[config.mk]
export PLATFORM = sky130hd
export DESIGN_NAME = pic_narrow_class
export DESIGN_NICKNAME = d
export VERILOG_FILES = /design/src/rtl/pic_narrow_class.v
export VERILOG_INCLUDE_DIRS = /design/src /design/src/common
export SDC_FILE = /design/constraint.sdc
export NUM_CORES = 1
export LEC_CHECK = 0
export ABC_CLOCK_PERIOD_IN_PS = 900
export BUFFER_PORTS_ARGS = -buffer_cell sky130_fd_sc_hd__buf_2
export CELL_PAD_IN_SITES_DETAIL_PLACEMENT = 0
export CELL_PAD_IN_SITES_GLOBAL_PLACEMENT = 1
export CORE_AREA = 2 2 39 41
export DETAILED_ROUTE_END_ITERATION = 16
export DIE_AREA = 0 0 41 43
export PLACE_DENSITY = 0.71
export SYNTH_ARGS = -nofsm -noshare
export SYNTH_HDL_FRONTEND = slang
export SYNTH_SLANG_ARGS = --single-unit
[constraint.sdc]
create_clock -name vclk -period 0.9
set_input_delay 0.18 -clock vclk [all_inputs]
set_output_delay 0.18 -clock vclk [all_outputs]
set_load 0.05 [all_outputs]
[src/common/pic_map.vh]
// pic_map.vh: constants for the parallel issue checker
// assumes: included by the decoder files, no other dependencies
`ifndef PIC_MAP_VH
`define PIC_MAP_VH
`define PIC_BUNDLE_W    64
`define PIC_WIDE_W      32
`define PIC_NARROW_W    16
`define PIC_CLASS_W     6
`define PIC_WCLS_W      5
`define PIC_LAT_W       4
// wide slot field layout: bits 63:32
`define PIC_WIDE_HI     63
`define PIC_WIDE_LO     32
`define PIC_N1_HI       31
`define PIC_N1_LO       16
`define PIC_N2_HI       15
`define PIC_N2_LO       0
// wide class code sits in the top bits of the wide word
`define PIC_WCLS_HI     31
`define PIC_WCLS_LO     27
// wide variant flag: saturating/accumulator/32-bit form qualifier
`define PIC_WVAR_BIT    26
// narrow class code in the top bits of a 16-bit word
`define PIC_NCLS_HI     15
`define PIC_NCLS_LO     10
// narrow qualifiers: index-register addressing
`define PIC_NIREG_BIT   9
// wide classes
`define WC_MNOP         5'h00
`define WC_ABS          5'h01
`define WC_ADDSUB_SAT   5'h02
`define WC_PRESCALE     5'h03
`define WC_EXP_DETECT   5'h04
`define WC_MAXMIN       5'h05
`define WC_ACC_ONLY     5'h06
`define WC_RND_SAT      5'h07
`define WC_SIGN_COUNT   5'h08
`define WC_BITFIELD     5'h09
`define WC_BIT_MULTIPLEX 5'h0a
`define WC_ONES         5'h0b
`define WC_BIT_XOR      5'h0c
`define WC_MOVE_HALF    5'h0d
`define WC_MOVE_FULL    5'h0e
`define WC_ASHIFT       5'h0f
`define WC_LSHIFT       5'h10
`define WC_ROT          5'h11
`define WC_VECTOR       5'h12
`define WC_MAC          5'h13
`define WC_CMPSEL       5'h14
`define WC_PACKSRCH     5'h15
`define WC_VIDEO        5'h16
// narrow classes
`define NC_NOP          6'h00
`define NC_ADDIMM       6'h01
`define NC_SUBIMM       6'h02
`define NC_MODIFY       6'h03
`define NC_LD_P         6'h04
`define NC_LD_D         6'h05
`define NC_LD_HALF_D    6'h06
`define NC_LD_HW_EXT    6'h07
`define NC_LD_BYTE_EXT  6'h08
`define NC_ST_P         6'h09
`define NC_ST_D         6'h0a
`define NC_ST_HALF_D    6'h0b
`define NC_ST_BYTE      6'h0c
`define NC_ST_P_OFF     6'h0d
// per-class execution latency in cycles
`define LAT_ONE         4'h1
`define LAT_WIDE_MAC    4'h3
`define LAT_WIDE_VIDEO  4'h2
`define LAT_MEM         4'h2
`endif

[src/rtl/pic_narrow_class.v]
// pic_narrow_class.v: classifies one 16-bit slot of a bundle
// assumes: purely combinational, driven from the bundle register
`timescale 1ns/1ps
`include "pic_map.vh"
module pic_narrow_class
(
    input  wire [15:0] insn,
    output reg         in_first,
    output reg         in_second,
    output reg         is_store,
    output reg         is_mem,
    output reg         uses_ireg,
    output reg         is_st_poff,
    output reg  [3:0]  lat
);
    wire [5:0] cls;
    wire       ireg;
    assign cls  = insn[`PIC_NCLS_HI:`PIC_NCLS_LO];
    assign ireg = insn[`PIC_NIREG_BIT];
    always @*
    begin
        in_first   = 1'b0;
        in_second  = 1'b0;
        is_store   = 1'b0;
        is_mem     = 1'b0;
        uses_ireg  = ireg;
        is_st_poff = 1'b0;
        lat        = `LAT_ONE;
        case (cls)
            `NC_NOP:
            begin
                in_second = 1'b1;
                uses_ireg = 1'b0;
            end
            `NC_ADDIMM, `NC_SUBIMM, `NC_MODIFY:
                in_first = ireg;
            `NC_LD_P, `NC_LD_HW_EXT, `NC_LD_BYTE_EXT:
            begin
                in_first = 1'b1;
                is_mem   = 1'b1;
                lat      = `LAT_MEM;
            end
            `NC_LD_D, `NC_LD_HALF_D:
            begin
                in_first  = 1'b1;
                in_second = ireg;
                is_mem    = 1'b1;
                lat       = `LAT_MEM;
            end
            `NC_ST_P, `NC_ST_BYTE:
            begin
                in_first = 1'b1;
                is_mem   = 1'b1;
                is_store = 1'b1;
            end
            `NC_ST_D, `NC_ST_HALF_D:
            begin
                in_first  = 1'b1;
                in_second = ireg;
                is_mem    = 1'b1;
                is_store  = 1'b1;
            end
            `NC_ST_P_OFF:
            begin
                // pointer plus offset store is a first-set store, never an index form
                in_first   = 1'b1;
                is_mem     = 1'b1;
                is_store   = 1'b1;
                uses_ireg  = 1'b0;
                is_st_poff = 1'b1;
            end
            default:
            begin
                in_first  = 1'b0;
                in_second = 1'b0;
            end
        endcase
    end
endmodule // pic_narrow_class

==> results of run 1 <==
where the power goes:
group          internal, mW  total (mW)  leakage (nW)  switching, mW
sequential                0           0             0              0
clock                     0           0             0              0
combinational         0.136       0.311         0.241          0.175
total                 0.136       0.311         0.241          0.175
cells in the final DEF, fill, tap and decap left out:
master / instances
buf_4: 14
buf_6: 8
buf_8: 4
nor2_4: 3
buf_2: 3
nor2b_2: 2
o21ai_1: 2
a21oi_4: 2
a21oi_2: 2
conb_1: 2
and4_2: 1
nand3_4: 1
nand2_4: 1
and2b_1: 1
nor3b_2: 1
nor4_4: 1
o21ai_2: 1
nor3b_4: 1
o21ai_4: 1
o21a_4: 1
nor3_2: 1
and3_1: 1
nor2_1: 1
o41a_4: 1
o311ai_1: 1
synth_stat cells:
cell      number  area [sq um]
nor2_1         4          15.0
nand3_1        1          5.00
conb_1         1          3.75
nor3_1         1          5.00
o21ai_0        3          15.0
nor4_2         1          12.5
nor2b_1        2          12.5
o311ai_0       1          8.76
nor3b_1        2          15.0
buf_6          1          11.3
and3_1         1          6.26
o21ai_1        1          5.00
buf_4          4          30.0
a21oi_1        4          20.0
and4_1         1          8.76
nand2_1        1          3.75
o21a_1         1          7.51
and2b_1        1          7.51
o41a_1         1          11.3
metal layers:
layer | GRT usage | up-vias
met5 | 0 | -
li1 | - | 163
met1 | 0.139 | 160
met4 | 0 | 0
met3 | 0 | 0
met2 | 0.181 | 10
layout make-up:
| type | instances | area, sq um |
|---|---|---|
| Timing Repair Buffer | 29 | 270 |
| Fill cell | 150 | 786 |
| Tap cell | 16 | 20.0 |
| Multi-Input combinational cell | 28 | 308 |
metrics by stage:
stage	power [mW]	cell area (sq um)	setup TNS, ns
floorplan	0.174	314	-1.71
global placement	0.235	442	-3.24
detailed placement	0.239	442	-3.44
CTS	0.284	541	-2.36
global route	0.326	598	-2.53
finish	0.311	598	-2.27
critical path, stage by stage:
cell and delay [ns]:
buf_8 0.11, and2b_1 0.21, nor3b_4 0.23, buf_4 0.16
o21ai_4 0.05, buf_6 0.15
cells by family (layout without fill, tap and decap cells):
kind of cell,count (synthesis),after routing
compound gates,11,11
buf+inv,5,29
other cells,1,2
simple gates,15,15
final timing paths:
check / endpoint / slack, ns / cells after the start
setup / recovery: lat[0] / -0.36 / 6
hold / removal: uses_ireg / 0.77 / 3
what timing repair did:
item / 4_1_cts / 5_1_grt
endpoints found under the setup margin: 8 / 8
buffers inserted: 0 / 3
pin swaps: 7 / 3
resized for setup: 31 / 10
==> results.sh, run 1 <==
export IMPL_cp_max_fo=8
export IMPL_holdWs_ns=0.766
export IMPL_dp_slack_ns=-0.521
export IMPL_hold_path_class="in2out"
export IMPL_critPathArrivalTime_ns=1.08
export IMPL_dr_pass1_iters=4
export IMPL_syn_to_final_growth_pct=193
export IMPL_nets=75
export IMPL_syn_area_per_cell_sq_um=6.37
export IMPL_seq_cells=0
export IMPL_numPortBuffers=15
export IMPL_highest_layer="met3"
export IMPL_synthAdderAreaFrac=0
export IMPL_drv_cap=0
export IMPL_grt_use_total=0.102
export IMPL_required_ns=0.72
export IMPL_die_h_um=43
export IMPL_syn_area_sq_um=204
export IMPL_wl_met3_um=34
export IMPL_drc=0
export IMPL_synth_compound_area_frac=0.331
export IMPL_gp_congestion=0.762
export IMPL_finalSetupViolCount=8
export IMPL_initial_core_util=0.147
export IMPL_initialDrtViolationCount=3
export IMPL_dieArea_sq_um=1760
export IMPL_syn_inst=32
export IMPL_status="finished with violations"
export IMPL_drt_met1_wl_um=371
export IMPL_antenna_found_initial=0
export IMPL_routed_wirelength_um=915
export IMPL_ant_nets=0
export IMPL_synth_distinct_cells=19
export IMPL_criticalPathCategory="in2out"
export IMPL_final_max_slew_viol_count=0
export IMPL_grt_max_degree=10
export IMPL_startpoint="insn[12]"
export IMPL_layout_setup_ws_ns=-0.361
export IMPL_grt_pass1_vias=284
export IMPL_hpwl_um=639
export IMPL_nClkBuffers=0
export IMPL_viasPerCell=4.56
export IMPL_final_util=0.432
export IMPL_cellPowerDensity_nw_per_um2=520
export IMPL_finalCriticalPeriod_ns=1.26
export IMPL_hp_start="insn[14]"
export IMPL_endpoint_kind="primary output"
export IMPL_grt_pass1_wl_mm=1.31
export IMPL_place_inst=70
export IMPL_yosysWarnings=0
export IMPL_synth_simple_area_share=0.448
export IMPL_violations="setup timing"
export IMPL_p_leak_nw=0.241
export IMPL_vias=333
export IMPL_synth_top_family_by_area="simple AND/OR/NAND/NOR gates"
export IMPL_synth_seq_area_share=0
export IMPL_avgRoutedWirePerCell_um=12.5
export IMPL_core_area_sq_um=1380
export IMPL_fmax_ghz=0.793
export IMPL_grt_overflow_total=0
export IMPL_period_share=1.40
export IMPL_seq_area_sq_um=0
export IMPL_rows=14
export IMPL_rsz0062_at_grt="true"
export IMPL_drive_gt1_frac=0.860
export IMPL_cts_hold_buf=0
export IMPL_synth_xor_xnor_area_share=0
export IMPL_vdd_drop_max_uv=226
export IMPL_diodes=0
export IMPL_startpoint_type="input pin"
export IMPL_die_w_um=41
export IMPL_final_hold_viol_count=0
export IMPL_stdcell_count=73
export IMPL_io_pins=26
export IMPL_synth_mux_area_frac=0
export IMPL_wl_met2_um=509
No activity file was read; power rests on OpenSTA's default activity.
==> inputs of run 2 (changes only) <==
GPL_TIMING_DRIVEN = 0   (was unset)
PLACE_DENSITY = unset   (was 0.71)
PLACE_DENSITY_LB_ADDON = 0.1   (was unset)
==> results.sh, run 2 (synthesis results as in run 1) <==
export IMPL_seq_cells=0
export IMPL_initial_core_util=0.147
export IMPL_drv_cap=0
export IMPL_p_leak_nw=0.226
export IMPL_vdd_drop_max_uv=233
export IMPL_avgRoutedWirePerCell_um=12.7
export IMPL_finalCriticalPeriod_ns=1.26
export IMPL_cp_num_buf_inv=3
export IMPL_syn_to_final_growth_pct=185
export IMPL_fmax_ghz=0.794
export IMPL_vias=307
export IMPL_required_ns=0.72
export IMPL_grt_overflow_total=0
export IMPL_violations="setup timing"
export IMPL_final_hold_viol_count=0
export IMPL_numPortBuffers=13
export IMPL_nets=68
export IMPL_startpoint_type="input pin"
export IMPL_cp_max_fo=5
export IMPL_tns_ns=-2.01
export IMPL_core_area_sq_um=1380
export IMPL_die_h_um=43
export IMPL_crit_chain="buf_8 -> buf_6 -> nor3_2 -> nor2_1 -> o41a_4 -> buf_8"
export IMPL_final_util=0.420
export IMPL_place_inst=62
export IMPL_drive_gt1_frac=0.820
export IMPL_criticalPathCategory="in2out"
export IMPL_path_delay_family="buffers and inverters"
export IMPL_seq_area_sq_um=0
export IMPL_die_w_um=41
export IMPL_final_max_slew_viol_count=0
export IMPL_status="finished with violations"
export IMPL_crit_path_max_incr_delay_ns=0.35
export IMPL_viasPerCell=4.65
export IMPL_layout_setup_ws_ns=-0.360
export IMPL_rows=14
export IMPL_critPathSlowestCell="o41a_4"
export IMPL_cts_hold_buf=0
export IMPL_stdcell_count=66
export IMPL_dieArea_sq_um=1760
export IMPL_grt_max_degree=11
export IMPL_period_share=1.40
export IMPL_antenna_found_initial=0
export IMPL_rsz0062_at_grt="true"
export IMPL_worst_path_most_repeated_cell="buf_8"
export IMPL_nClkBuffers=0
export IMPL_grt_pass1_vias=302
export IMPL_gp_congestion=0.659
export IMPL_hold_path_class="in2out"
export IMPL_finalPower_uw=305
export IMPL_cellPowerDensity_nw_per_um2=524
export IMPL_routed_wirelength_um=840
export IMPL_grt_use_total=0.113
export IMPL_diodes=0
export IMPL_initialDrtViolationCount=5
export IMPL_final_cell_mix="buf_6 (10), buf_8 (6), buf_4 (4)"
export IMPL_dp_slack_ns=-0.497
export IMPL_ant_nets=0
export IMPL_finalSetupViolCount=8
export IMPL_dr_pass1_iters=4
export IMPL_grt_pass1_wl_mm=1.50
export IMPL_endpoint_kind="primary output"
export IMPL_drc=0
export IMPL_layout_commonest_cell="buf_6"
export IMPL_io_pins=26
export IMPL_critPathArrivalTime_ns=1.08
[run 2: cell count changes in the layout (fill, tap and decap cells not counted), moves of 2 or more]
cell     delta
nor2b_2     -2
buf_6       +2
buf_2       -2
buf_4      -10
buf_8       +2
nor2b_4     +2
[run 2: worst paths after layout]
kind	start	end	depth (start not counted)
max	insn[12]	uses_ireg	6
min	insn[11]	is_store	3
[run 2: area by class of cell]
class	count	area [sq um]
Timing Repair Buffer	17	196
Tap cell	16	20.0
Fill cell	138	802
Buffer	5	61.3
Multi-Input combinational cell	28	304
[run 2: stage by stage]
step / cell area [sq um] / hold slack (ns)
after floorplan: 314 / 0.505
after global placement: 399 / 0.712
after detailed placement: 399 / 0.711
after CTS: 546 / 0.678
after global routing: 582 / 0.694
final: 582 / 0.680
[run 2: where the power goes]
group / switching (mW) / leakage (nW) / total, mW / internal, mW
Sequential: 0 / 0 / 0 / 0
Clock: 0 / 0 / 0 / 0
Combinational: 0.169 / 0.226 / 0.305 / 0.135
[run 2: repair_timing]
item                       CTS  global route
hold endpoints to repair     0             0
buffers inserted             2             1
gates resized for setup     39             7
pin swaps                    4             3
gates cloned                 1             0
setup endpoints to repair    8             8
[run 2: metal layers]
layer	up-vias	GRT usage	wire length, um
met5	-	0	0
met2	12	0.169	440
li1	149	-	-
met3	0	0	35
met4	0	0	0
met1	146	0.187	364
